<file path="src/hdl/uvp_pkg.sv">
// Package for the host-side controller of a 16K x 8 UV-erasable memory.
// Assumes a single 100 MHz system clock and an outside pin driver for the part.
//
// Overview of operation
// Part drives data only when selected and gated.
// Data valid after gate delay once selected.
// Deselect means standby, outputs float.
// Select per device; gate tied to read strobe.
// Erased bits are one; program only clears.
// Program: raised supply, select and strobe low.
// Standard program: one 50 ms strobe per location.
// Locations may be written in any order.
// High select or strobe inhibits programming.
// Verify: select, gate low, strobe high, supply raised.
// Fast: 1 ms pulses, verify each, at most fifteen.
// Overprogram pulse lasts four ms times count.
// Overprogram stays within 3.8 to 63 ms.
// Initial pulse within five percent of 1 ms.
// Afterwards re-read every byte at nominal supply.
// High voltage on trigger line gives identifier mode.
// Other address lines low during identifier mode.
// Byte select low maker code, high type code.
// Identifier bytes carry odd parity in bit seven.
// Selected but ungated means outputs float.
package uvp_pkg;

  // ==========================================================================
  // Sizes and timing.
  localparam int ADDR_W = 14;
  localparam int DATA_W = 8;
  localparam int CLK_PERIOD_NS = 10;
  localparam int T_ACC_NS = 450;
  localparam int T_SETUP_US = 2;
  localparam int T_STD_PULSE_MS = 50;
  localparam int T_INIT_PULSE_MS = 1;
  localparam int T_OVER_UNIT_MS = 4;
  localparam int MAX_INIT_PULSES = 15;
  localparam int ACC_CYC = (T_ACC_NS + CLK_PERIOD_NS - 1) / CLK_PERIOD_NS;
  localparam int SETUP_CYC = (T_SETUP_US * 1000 + CLK_PERIOD_NS - 1) / CLK_PERIOD_NS;
  localparam int STD_CYC_DEF = T_STD_PULSE_MS * 1000000 / CLK_PERIOD_NS;
  localparam int INIT_CYC_DEF = T_INIT_PULSE_MS * 1000000 / CLK_PERIOD_NS;
  localparam int OVER_UNIT_DEF = T_OVER_UNIT_MS * 1000000 / CLK_PERIOD_NS;
  localparam int CNT_W = 24;
  localparam int PAR_BIT = 7;
  localparam logic [DATA_W-1:0] ERASED_BYTE = 8'hFF;

  // ==========================================================================
  // Commands of the user port.
  typedef enum logic [2:0] {
    UVP_CMD_READ,
    UVP_CMD_PROG_STD,
    UVP_CMD_PROG_FAST,
    UVP_CMD_VERIFY,
    UVP_CMD_IDENT
  } uvp_cmd_e;

  typedef struct packed {
    uvp_cmd_e              cmd;
    logic [ADDR_W-1:0]     addr;
    logic [DATA_W-1:0]     data;
  } uvp_req_s;

  typedef struct packed {
    logic [DATA_W-1:0]     data;
    logic                  fail;
    logic                  parity_ok;
    logic [3:0]            pulses;
  } uvp_rsp_s;

  // Control pins of the part, all active low except the supply and trigger.
  typedef struct packed {
    logic                  select_n;
    logic                  gate_n;
    logic                  strobe_n;
    logic                  supply_hi;
    logic                  trigger_hi;
  } uvp_ctl_s;

endpackage : uvp_pkg

</file>
<file path="src/hdl/uvp_host.sv">
// Host controller that reads, programs, verifies and identifies the memory part.
// Assumes an external level shifter turns SUPPLY_HI and TRIGGER_HI into raised voltages.
`timescale 1ns/1ps
module uvp_host #(
  parameter int STD_CYC   = uvp_pkg::STD_CYC_DEF,
  parameter int INIT_CYC  = uvp_pkg::INIT_CYC_DEF,
  parameter int OVER_UNIT = uvp_pkg::OVER_UNIT_DEF
) (
  input  wire logic                          SYS_CLK,
  input  wire logic                          RST,
  input  wire logic                          REQ_VALID,
  output logic                               REQ_READY,
  input  wire uvp_pkg::uvp_req_s             REQ,
  output logic                               RSP_VALID,
  output uvp_pkg::uvp_rsp_s                  RSP,
  output logic [uvp_pkg::ADDR_W-1:0]         ADDR,
  output uvp_pkg::uvp_ctl_s                  CTL,
  input  wire logic [uvp_pkg::DATA_W-1:0]    DATA_I,
  output logic [uvp_pkg::DATA_W-1:0]         DATA_O,
  output logic                               DATA_OE_N
);
  import uvp_pkg::*;

  typedef enum logic [3:0] {
    IDLE, SETUP, PULSE, GAP, SAMPLE, OVER, DONE
  } uvp_state_e;

  uvp_state_e        state;
  uvp_state_e        next_state;
  uvp_req_s          cur;
  logic [CNT_W-1:0]  cnt;
  logic [CNT_W-1:0]  next_cnt;
  logic [3:0]        tries;
  logic [DATA_W-1:0] rd_sync;
  logic              fail;
  logic              setup_mode;
  // Set once a fast byte verifies, so the overprogram pulse gets its own setup first.
  logic              over_pend;

  // ==========================================================================
  // Returns true when a byte carries odd parity across all eight bits.
  function automatic logic odd_parity(input logic [DATA_W-1:0] b);
    return ^b;
  endfunction : odd_parity

  // Cycles of the overprogram pulse for a given initial pulse count.
  function automatic logic [CNT_W-1:0] over_cycles(input logic [3:0] n);
    return CNT_W'(OVER_UNIT * int'(n));
  endfunction : over_cycles

  uvp_sync #(.W(DATA_W)) u_sync (
    .SYS_CLK (SYS_CLK),
    .RST     (RST),
    .D       (DATA_I),
    .Q       (rd_sync)
  );

  // ==========================================================================
  // Decoding of the current command.
  wire is_prog   = (cur.cmd == UVP_CMD_PROG_STD) || (cur.cmd == UVP_CMD_PROG_FAST);
  wire is_fast   = (cur.cmd == UVP_CMD_PROG_FAST);
  wire is_ident  = (cur.cmd == UVP_CMD_IDENT);
  wire needs_vpp = is_prog || (cur.cmd == UVP_CMD_VERIFY);
  // Programming can only clear bits, so a one over a stored zero never verifies.
  wire match     = (rd_sync == cur.data);
  wire cnt_zero  = (cnt == '0);
  // The counter runs down to zero inclusive, so one is taken off to hit the width exactly.
  wire [CNT_W-1:0] pulse_len = is_fast ? CNT_W'(INIT_CYC - 1) : CNT_W'(STD_CYC - 1);
  wire [CNT_W-1:0] read_len  = CNT_W'(ACC_CYC + 4);

  // ==========================================================================
  // Sequencer: one request at a time, in whatever address order it arrives.
  always_comb begin
    next_state = state;
    next_cnt   = cnt_zero ? cnt : cnt - 1'b1;
    unique case (state)
      IDLE: begin
        if (REQ_VALID) begin
          next_state = SETUP;
          next_cnt   = CNT_W'(SETUP_CYC);
        end
      end
      SETUP: begin
        if (cnt_zero && over_pend) begin
          next_state = OVER;
          next_cnt   = over_cycles(tries) - 1'b1;
        end else if (cnt_zero) begin
          next_state = is_prog ? PULSE : SAMPLE;
          next_cnt   = is_prog ? pulse_len : read_len;
        end
      end
      PULSE: begin
        if (cnt_zero) begin
          next_state = GAP;
          next_cnt   = CNT_W'(SETUP_CYC);
        end
      end
      GAP: begin
        if (cnt_zero) begin
          next_state = (is_fast || !is_prog) ? SAMPLE : DONE;
          next_cnt   = read_len;
        end
      end
      SAMPLE: begin
        if (cnt_zero) begin
          if (!is_fast) begin
            next_state = DONE;
          end else if (match) begin
            next_state = SETUP;
            next_cnt   = CNT_W'(SETUP_CYC);
          end else if (tries == 4'(MAX_INIT_PULSES)) begin
            next_state = DONE;
          end else begin
            next_state = SETUP;
            next_cnt   = CNT_W'(SETUP_CYC);
          end
        end
      end
      OVER: begin
        if (cnt_zero) begin
          next_state = DONE;
        end
      end
      DONE: next_state = IDLE;
      default: next_state = IDLE;
    endcase
  end

  assign setup_mode = (state == SETUP) || (state == GAP);

  // ==========================================================================
  // State, counter and the captured request.
  always_ff @(posedge SYS_CLK) begin
    if (RST) begin
      state <= IDLE;
      cnt   <= '0;
    end else begin
      state <= next_state;
      cnt   <= next_cnt;
    end
  end

  always_ff @(posedge SYS_CLK) begin
    if (RST) begin
      cur       <= '0;
      tries     <= '0;
      fail      <= 1'b0;
      over_pend <= 1'b0;
    end else if (state == IDLE && REQ_VALID) begin
      cur       <= REQ;
      tries     <= '0;
      fail      <= 1'b0;
      over_pend <= 1'b0;
    end else if (state == SETUP && cnt_zero && is_prog && !over_pend) begin
      tries <= tries + 4'h1;
    end else if (state == SAMPLE && cnt_zero && is_fast) begin
      fail      <= !match && (tries == 4'(MAX_INIT_PULSES));
      over_pend <= match;
    end
  end

  // ==========================================================================
  // Pin drive. Select stays low for the whole job; strobe low only in PULSE or OVER.
  // The host drives data only while the gate is high, which avoids bus contention.
  always_ff @(posedge SYS_CLK) begin
    if (RST) begin
      CTL       <= '{select_n: 1'b1, gate_n: 1'b1, strobe_n: 1'b1,
                     supply_hi: 1'b0, trigger_hi: 1'b0};
      ADDR      <= '0;
      DATA_O    <= ERASED_BYTE;
      DATA_OE_N <= 1'b1;
    end else begin
      CTL.select_n   <= (state == IDLE) || (state == DONE);
      CTL.strobe_n   <= !((state == PULSE) || (state == OVER));
      CTL.gate_n     <= !(state == SAMPLE);
      CTL.supply_hi  <= needs_vpp && (state != IDLE);
      CTL.trigger_hi <= is_ident && (state != IDLE);
      // Identifier mode keeps every other address line low.
      ADDR           <= is_ident ? {{(ADDR_W-1){1'b0}}, cur.addr[0]} : cur.addr;
      DATA_O         <= cur.data;
      DATA_OE_N      <= !(is_prog && (setup_mode || state == PULSE || state == OVER));
    end
  end

  // ==========================================================================
  // Handshake and answer.
  always_ff @(posedge SYS_CLK) begin
    if (RST) begin
      REQ_READY <= 1'b0;
      RSP_VALID <= 1'b0;
      RSP       <= '0;
    end else begin
      REQ_READY <= (next_state == IDLE) && !(state == IDLE && REQ_VALID);
      RSP_VALID <= (state == DONE);
      if (state == SAMPLE && cnt_zero) begin
        RSP.data      <= rd_sync;
        RSP.parity_ok <= odd_parity(rd_sync);
      end
      RSP.fail   <= fail;
      RSP.pulses <= tries;
    end
  end

endmodule : uvp_host

</file>
<file path="src/hdl/uvp_sync.sv">
// Three-stage synchroniser for the data bus coming back from the part.
// Assumes the bus is only read after it has been stable for several cycles.
`timescale 1ns/1ps
module uvp_sync #(
  parameter int W = 8
) (
  input  wire logic         SYS_CLK,
  input  wire logic         RST,
  input  wire logic [W-1:0] D,
  output logic      [W-1:0] Q
);

  logic [W-1:0] s1;
  logic [W-1:0] s2;
  logic [W-1:0] s3;

  // ==========================================================================
  // Only s2 reads s1; a new value counts once s2 and s3 agree.
  always_ff @(posedge SYS_CLK) begin
    if (RST) begin
      s1 <= '0;
      s2 <= '0;
      s3 <= '0;
      Q  <= '0;
    end else begin
      s1 <= D;
      s2 <= s1;
      s3 <= s2;
      if (s2 == s3) begin
        Q <= s3;
      end
    end
  end

endmodule : uvp_sync

</file>
<file path="config.mk">
export PLATFORM = sky130hd
export DESIGN_NAME = uvp_host
export DESIGN_NICKNAME = d
export VERILOG_FILES = /design/src/hdl/uvp_pkg.sv /design/src/hdl/uvp_host.sv /design/src/hdl/uvp_sync.sv
export SDC_FILE = /design/constraint.sdc
export NUM_CORES = 1
export LEC_CHECK = 0
export BUFFER_PORTS_ARGS = -buffer_cell sky130_fd_sc_hd__buf_2
export CORE_MARGIN = 8
export CORE_UTILIZATION = 26
export CTS_CLUSTER_DIAMETER = 200
export DETAILED_ROUTE_END_ITERATION = 7
export PLACE_DENSITY = 0.48
export SYNTH_ARGS = -nofsm -noshare
export SYNTH_HDL_FRONTEND = slang
export SYNTH_HIERARCHICAL = 1
export SYNTH_SLANG_ARGS = --single-unit
export TNS_END_PERCENT = 5
</file>
<file path="constraint.sdc">
create_clock -name SYS_CLK -period 3.4 [get_ports SYS_CLK]
set_input_delay 0.51 -clock SYS_CLK [delete_from_list [all_inputs] [get_ports SYS_CLK]]
set_output_delay 0.51 -clock SYS_CLK [all_outputs]
set_load 0.05 [all_outputs]
</file>
# --- Word level (Yosys, flattened, before mapping) ---
# Index checks and enable logic that the tools add are counted.
word_totals:
  ramBits: 0
  romBits: 0
  word_cells: 106
  inputBits: 36
  reg_bits: 135
  memories: 0
  latchBits: 0
classes:
  n_bitwise: 1
  shifts: 0
  n_mux: 26
  magnitude_cmp: 0
  reduce_logical: 35
  n_eq_ne: 13
  n_div: 0
  multipliers: 1
  add_sub_neg: 3
ops:
  columns: ["cell", "count"]
  rows:
  - ["$mux W24", 10]
  - ["$pmux W24 S5", 1]
  - ["$mux W23", 2]
  - ["$mux W4", 7]
  - ["$logic_not A24 Y1", 1]
  - ["$pmux W4 S6", 1]
  - ["$sub A23 B1 Y24 const B", 1]
  - ["$sub A24 B1 Y24 const B", 1]
  - ["$eq A8 B8 Y1", 2]
  - ["$mul A12 B4 Y16 const A", 1]
  - ["$eq A4 B3 Y1 const B", 3]
  - ["$logic_and A1 B1 Y1", 12]
  - ["$mux W3", 4]
  - ["$eq A4 B2 Y1 const B", 2]
  - ["$logic_not A4 Y1", 2]
  - ["$logic_or A1 B1 Y1", 8]
  - ["$reduce_xor A8 Y1", 1]
  - ["$logic_not A1 Y1", 7]
  - ["$eq A3 B2 Y1 const B", 2]
  - ["$add A4 B1 Y4 const B", 1]
  - ["$eq A4 B1 Y1 const B", 1]
  - ["$eq A4 B4 Y1 const B", 1]
  - ["$reduce_bool A4 Y1", 1]
  - ["$reduce_or A2 Y1", 2]
  - ["5 further kinds", 5]

# --- Logic depth before layout (Yosys ltp) ---
# Gate-level depths: netlist of the first run.
logic_depth:
  depth_word: 9
  mapped_depth: 13

# --- Modules after synthesis ---
# Netlist of the first run, hierarchy kept.
by_module_without_submodules:
  columns: ["module", "instances", "area_per_inst_um2", "cells_per_inst"]
  rows:
  - ["uvp_host", 1, 5266.3, 634]
  - ["uvp_sync", 1, 1077.3, 95]

# --- Worst setup path after synthesis of the first run ---
# Ideal clock, no wire load.
synth_timing:
  kind: "reg-to-reg"
  start: "register tries[2]"
  end: "register cnt[21]"
  path_buffers: 1
  arrival_ns: 3.306
  period_less_slack_ns: 3.385
  path_slack_ns: 0.015
  t_required_ns: 3.321
  stages_incl_launch_ff: 14
  cell_sequence: "dfxtp_1 > inv_1 > ha_1 > inv_1 > ha_1 > ha_1 > clkbuf_1 > a21o_1 > a221oi_1 > nand3_1 > a211oi_1 > nand3_1 > or4_1 > o211ai_1"
synth_between:
  elab_chain_len: 6
  word_cells_on_any_way: 9
  classes_between: "add/sub: 1; mul: 1; eq/ne: 1; mux: 6"
synth_rtl:
  columns: ["item", "line_no", "text"]
  rows:
  - ["start: declaration", "uvp_host.sv:33", "logic [3:0] tries;"]
  - ["start signal: assignment", "uvp_host.sv:155", "tries <= tries + 4'h1;"]
  - ["parallel branches: the longest is 5 deep, another holds $sub A23 B1 Y24", null, null]
  - ["$pmux W24 S5 (*)", "uvp_host.sv:76", "unique case (state)"]
  - ["end signal: assignment", "uvp_host.sv:139", "cnt <= next_cnt;"]
  - ["end: declaration", "uvp_host.sv:31", "logic [CNT_W-1:0] cnt;"]
# Every way passes the cells marked *.
# A chain may end at the register's enable or synchronous reset.

# --- Worst setup path after layout of the first run ---
layout_timing:
  start: "register tries[3]"
  end: "register cnt[21]"
# Same word-level chain as after synthesis.

==> results.md, run 1 <==
- Run status: finished, final reports clean
- Layout fillers: between 2000 and 3000
- Async S/R FF share, synth: 0
- WL final: around 17000 µm
- Final setup violation count: 0
- Fmax: 306 MHz
- Worst path required time: 3.74 ns
- Htree depth: 4
- Commonest non-fill, non-tap cells in the layout: dfxtp_1 (135), nand2_1 (111), buf_2 (78)
- Cell area after layout: just under 0.008 mm²
- Drt drc: 0
- Root buf cell: clkbuf_16
- # nets final: approximately 870
- Number of diodes: 0
- Setup Skew: 0.00914 ns
- Routed vias: between 5000 and 6000
- GRT overflow: 0
- Top_reg_cell synth: dfxtp_1
- Max-slew violation count: 0
- Largest net degree at the start of global routing: 54
- Drt pass-1 iters: 4
- Worst Max-Slew Pin Slew: just under 0.9 ns
- Crit path max fanout: 7
- Die Y: around 170 µm
- First-pass GRT wire length: between 20000 and 30000 µm
- Avg Cell Area, Syn: between 8 and 9 µm²
- Worst-path clk slew: 0.06 ns
- Routed Antenna Nets: 0
- Synth top area share: 0.426
- PwrDens: between 700 and 800 mW/mm²
- Layout area overhead: 21.9%
- Post-Syn Area: 0.00634 mm²
- Share of layout cells above drive strength 1: 0.195
- Vias in the first global route: 5145
- Hold-fix buffers at CTS: 0
- Routability Congestion: between 0.8 and 0.9
- Dpl hpwl: 12500 µm
- Register area share after synthesis: 0.426
- Period utilization: 0.960
- VDD IR max: 0.275 mV
- Initial antenna violation count: 0
- Area post-placement: between 0.007 and 0.008 mm²
- Crit. End Element: flip-flop
- Critical path arrival: between 3 and 4 ns
- Placed cells: around 1100
- Initial Util: 0.263
- Largest cells by area after synthesis: dfxtp_1 (43%), nand2_1 (6.6%), xnor2_1 (4.8%)
- Routed len/inst: 14.8 µm
- Non-filler cells, final: around 1100
- Core footprint: 0.0241 mm²
- Worst setup margin: 0.136 ns
- Number of vias per cell: around 4.5
- I/O Pins: 80
- Crit Path Class: reg -> reg
- Leakage: between 3 and 4 nW
- DR iter-0 viols: 251
- EDFF count, synth: 0
- Hold/Removal Path Class: in -> reg
- Total CTS buffers: 17
- Port Buf Inserts: 79
- Die ar.: between 0.02 and 0.03 mm²
- # clock sinks: roughly 140
- Synthesized instance count: ~730
- Die W: about 170 µm
- Slew headroom: 0.413
- Syn Nets: a little under 800
- Commonest non-fill, non-tap cell in the layout: dfxtp_1
- Largest area contributor in the netlist: dfxtp_1
- Count of cell types in the netlist: between 60 and 70
- Yosys synthesis warning count: 6
- Row count: 57
- Total Routing Usage GR: 0.117
- Dpl ws: between 0.09 and 0.1 ns
- Seq cells post-synth: 135
- Later-pin clock latency in the skew report: approximately 0.42 ns
- CTS max path bufs: 2
- Hold Vio Cnt, Final: 0
- CTS tree: built
- Startpoint Class: flip-flop
- Max-cap viol count: 0
- Fin crit period: ~3.3 ns
[area by class of cell]
| class | instances | area [µm²] | area share |
|---|---|---|---|
| Inverter | 13 | 53.8 | 0.00696 |
| Multi-Input combinational cell | 548 | 3480 | 0.450 |
| Tap cell | 324 | 405 | 0.0524 |
| Clock inverter | 13 | 111 | 0.0144 |
| Clock buffer | 19 | 453 | 0.0586 |
| Sequential cell | 135 | 2700 | 0.350 |
| Timing Repair Buffer | 96 | 526 | 0.0680 |
[kinds of logic (layout without fill, tap and decap cells)]
| kind of cell | count (synthesis) | in the layout | share of synthesized area |
|---|---|---|---|
| compound gates | 124 | 124 | 0.126 |
| xor+xnor | 63 | 63 | 0.0870 |
| fa+ha+maj | 22 | 22 | 0.0434 |
| buf+inv | 46 | 141 | 0.0323 |
| flops | 135 | 135 | 0.426 |
| mux | 12 | 12 | 0.0189 |
| other cells | 1 | 1 | 0.000591 |
| simple gates | 326 | 326 | 0.265 |
[flip-flops by register name (all words and copies together), names as in the netlist, 4 cells and up]
| register | cells |
|---|---|
| state | 4 |
| u_sync/s2 | 8 |
| u_sync/s3 | 8 |
| u_sync/s1 | 8 |
| CTL | 5 |
| RSP | 14 |
| DATA_O | 8 |
| tries | 4 |
| u_sync/Q | 8 |
| ADDR | 14 |
| cur | 25 |
| cnt | 24 |
[per-stage QoR]
stage / setup TNS (ns) / total power [mW] / utilization / hold slack (ns)
CTS: 0 / 5.58 / 0.319 / 0.270
floorplan: 0 / 3.32 / - / 0.414
detailed placement: 0 / 3.79 / 0.295 / 0.422
finish: 0 / 5.52 / 0.321 / 0.291
global route: -0.0131 / 5.88 / 0.321 / 0.286
global placement: 0 / 3.81 / 0.295 / 0.421
[Yosys cell counts, drive strengths merged, types with 2 or more instances]
cell type and count:
dfxtp 135, nand2 113, a21oi 52, nor2 50, xnor2 35, nor2b 31
clkbuf 28, xor2 28, ha 22, nand2b 21, nor3 19, and2 18
nand3 14, inv 13, mux2i 12, nor4 12, o21ai 10, or2 10
a31oi 9, a21o 8, o22ai 8, nand4 7, a211oi 5, and3 5
buf 5, nor3b 5, o2bb2ai 5, o31ai 5, or3 5, or4 5
a2111oi 3, a221oi 3, nand4b 3, or2b 3, a311o 2, a31o 2
nand3b 2, nor4b 2, o211ai 2
[worst paths after layout]
path / from / slack [ns] / cells past startpoint / endpoint
worst max register to register: tries[3] / 0.14 / 11 / cnt[21]
worst min-delay path: DATA_I[3] / 0.29 / 2 / u_sync/s1[3]
worst min register to register: u_sync/s1[0] / 0.44 / 1 / u_sync/s2[0]
worst max-delay path: tries[3] / 0.14 / 11 / cnt[21]
[layer usage]
metal / GRT usage / part of all wire / wire length (µm) / vias to the layer above
met5: 0 / 0 / 0 / -
met4: 0.0371 / 0.012 / 208 / 0
met3: 0.0342 / 0.040 / 673 / 17
met2: 0.190 / 0.48 / 8080 / 93
met1: 0.148 / 0.47 / 8000 / 2389
li1: - / - / - / 2664
[power breakdown]
part	switching (mW)	leakage, nW	total [mW]	internal [mW]
Combinational	1.11	1.85	1.82	0.707
Clock	0.761	0.271	1.75	0.991
Sequential	0.184	1.10	1.95	1.77
[critical path: stages (launching register included)]
cell	delay (ns)
dfxtp_1	0.45
ha_1	0.28
inv_1	0.06
ha_1	0.24
ha_1	0.41
a21o_1	0.25
a311o_1	0.37
a41oi_2	0.24
xnor2_2	0.12
nand2b_1	0.16
or4_1	0.51
o211ai_1	0.11
[timing repair]
action                     CTS  global route
resized for setup            0             8
buffers inserted             0             1
setup endpoints to repair    0             5
Note: power is estimated with default switching activity, not from simulation.
==> run 2, diff against run 1 <==
==> constraint.sdc (replaced) <==
create_clock -name SYS_CLK -period 3.4 [get_ports SYS_CLK]
set_input_delay 0.68 -clock SYS_CLK [delete_from_list [all_inputs] [get_ports SYS_CLK]]
set_output_delay 0.68 -clock SYS_CLK [all_outputs]
set_load 0.05 [all_outputs]
==> results.md, run 2 (synthesis gave the netlist of run 1 again) <==
- Vias in the first global route: 4943 (-3.9%)
- Worst path required time: 3.74 ns (about the same)
- Top Family by Delay on Critical Path: compound AO/OA/AOI/OAI gates
- Final setup violation count: 0 (unchanged)
- Max-cap viol count: 0 (unchanged)
- Sequential power share: 0.350 (-0.004)
- Setup Skew: 0.0137 ns (+0.00459 ns)
- Die ar.: 0.0297 mm² (unchanged)
- Crit Path Class: reg -> reg
- Register area: 0.00271 mm² (about the same)
- Crit path max fanout: 6 (-1)
- Fin crit period: 3.22 ns (-0.0444 ns)
- First-pass GRT wire length: 26600 µm (-2.1%)
- # nets final: 870 (+0.12%)
- Layout area overhead: 21.8% (about the same)
- Later-pin clock latency in the skew report: 0.42 ns (about the same)
- CTS max path bufs: 2 (unchanged)
- Worst path bufs/invs: 0 (-1)
- Routed vias: 5099 (-1.2%)
- Worst Max-Slew Pin Slew: 0.912 ns (+0.0334 ns)
- P_int: 3.56 mW (+2.7%)
- Fmax: 311 MHz (+1.4%)
- I/O Pins: 80 (unchanged)
- CTS tree: built
- Area post-placement: 0.00713 mm² (+0.21%)
- Die W: 172 µm (unchanged)
- Layout fillers: 2654 (+1.1%)
- Max stage delay on crit path: 0.50 ns (about the same)
- Share of layout cells above drive strength 1: 0.193 (-0.00243)
- Dpl hpwl: 12500 µm (+0.25%)
- WL final: 16900 µm (-0.61%)
- Routability Congestion: 0.802 (-2.3%)
- Drt drc: 0 (unchanged)
- Critical path arrival: 3.56 ns (-0.05 ns)
- Setup TNS: 0 ns (unchanged)
- Number of diodes: 0 (unchanged)
- Clock network power share: 0.324 (+0.007)
- Initial Util: 0.263 (unchanged)
- Commonest non-fill, non-tap cell in the layout: dfxtp_1
- Number of vias per cell: 4.44 (-1.2%)
- Drt pass-1 iters: 4 (unchanged)
- Routed len/inst: 14.7 µm (-0.61%)
- Startpoint Class: flip-flop
- Total Routing Usage GR: 0.115 (-0.00252)
- Root buf cell: clkbuf_16
- DR iter-0 viols: 255 (+1.6%)
- Largest register by flop count: cur
- Core footprint: 0.0241 mm² (unchanged)
- Total CTS buffers: 17 (unchanged)
- Cell area after layout: 0.00772 mm² (about the same)
- Final core utilization: 0.320 (about the same)
- Port Buf Inserts: 79 (unchanged)
- # clock sinks: 135 (unchanged)
- Row count: 57 (unchanged)
- Top flop regs: cur: 25 flops, cnt: 24 flops
- Slew headroom: 0.392 (-0.0214)
- CP cell instances: ha_1, xor2_1, ha_1, a21o_1, ha_2, a21o_1, a311o_1, a41oi_2, xnor2_1, nand2b_1, or4_1, o211ai_1
- RSZ-0062 raised after global routing: no
- Max-slew violation count: 0 (unchanged)
- Period utilization: 0.947 (-0.0130)
- Leakage: 3.21 nW (-0.40%)
- Routed Antenna Nets: 0 (unchanged)
- Crit. End Element: flip-flop
- Switching share of power: 0.361 (-0.0106)
- Psw: 2.02 mW (-1.9%)
- Footprint of the multi-input gates: 0.00345 mm² (-0.86%)
- Worst-path clk slew: 0.06 ns (about the same)
- VDD IR max: 0.326 mV (+19%)
- Run status: finished, final reports clean
- Max FFs per register: 25 (unchanged)
- CP max stage cell: or4_1
- Hold-fix buffers at CTS: 0 (unchanged)
- Gate power share: 0.326 (-0.003)
- Largest net degree at the start of global routing: 60 (+11%)
- Commonest non-fill, non-tap cells in the layout: dfxtp_1 (133), nand2_1 (111), buf_2 (78)
- PwrDens: 722 mW/mm² (+1.1%)
- Hold/Removal Path Class: reg -> reg
- Htree depth: 4 (unchanged)
- Hold Vio Cnt, Final: 0 (unchanged)
- Die Y: 172 µm (unchanged)
- GRT overflow: 0 (unchanged)
- Initial antenna violation count: 0 (unchanged)
==> run 2: through the flow <==
| step | instances | power (mW) | worst slack [ns] | hold slack, ns |
|---|---|---|---|---|
| after floorplan | 729 | 3.32 | 0.0152 | 0.414 |
| after global placement | 1117 | 3.81 | 0.163 | 0.424 |
| after detailed placement | 1117 | 3.79 | 0.0570 | 0.430 |
| after CTS | 1148 | 5.64 | 0.0143 | 0.445 |
| after global routing | 1148 | 5.90 | 0.00296 | 0.457 |
| final | 1148 | 5.58 | 0.180 | 0.439 |
==> run 2: layout make-up <==
class,count,share of cell area
clock buffers,18,0.0556
clock inverters,13,0.0191
inverters,13,0.00697
multi-input cells,548,0.447
flip-flops and latches,135,0.350
well taps,324,0.0525
repair buffers,97,0.0690
==> run 2: metal layers <==
| metal | GRT usage | up-vias | routed length (µm) | part of all wire |
|---|---|---|---|---|
| li1 | - | 2677 | - | - |
| met5 | 0 | - | 0 | 0 |
| met3 | 0.0283 | 4 | 481 | 0.029 |
| met4 | 0.0371 | 0 | 80 | 0.0047 |
| met1 | 0.148 | 2359 | 8150 | 0.48 |
| met2 | 0.186 | 59 | 8150 | 0.48 |
==> run 2: path summary, 6_finish.rpt <==
check | depth (start not counted) | endpoint | startpoint | slack (ns)
setup / recovery | 12 | cnt[21] | tries[1] | 0.18
hold / removal | 1 | u_sync/s2[3] | u_sync/s1[3] | 0.44
setup reg to reg | 12 | cnt[21] | tries[1] | 0.18
hold reg to reg | 1 | u_sync/s2[3] | u_sync/s1[3] | 0.44
==> run 2: timing repair <==
action / 4_1_cts / 5_1_grt
resized for setup: 0 / 6
buffers inserted: 0 / 0
setup endpoints to repair: 0 / 4
==> run 2: power by group through the flow <==
stage                     registers (mW)  logic [mW]  clock network (mW)
final                               1.95        1.82                1.81
after global routing                1.98        1.98                1.94
after CTS                           1.95        1.82                1.87
after detailed placement            1.99        1.80                   0
after global placement              1.99        1.82                   0
after floorplan                     2.02        1.29                   0
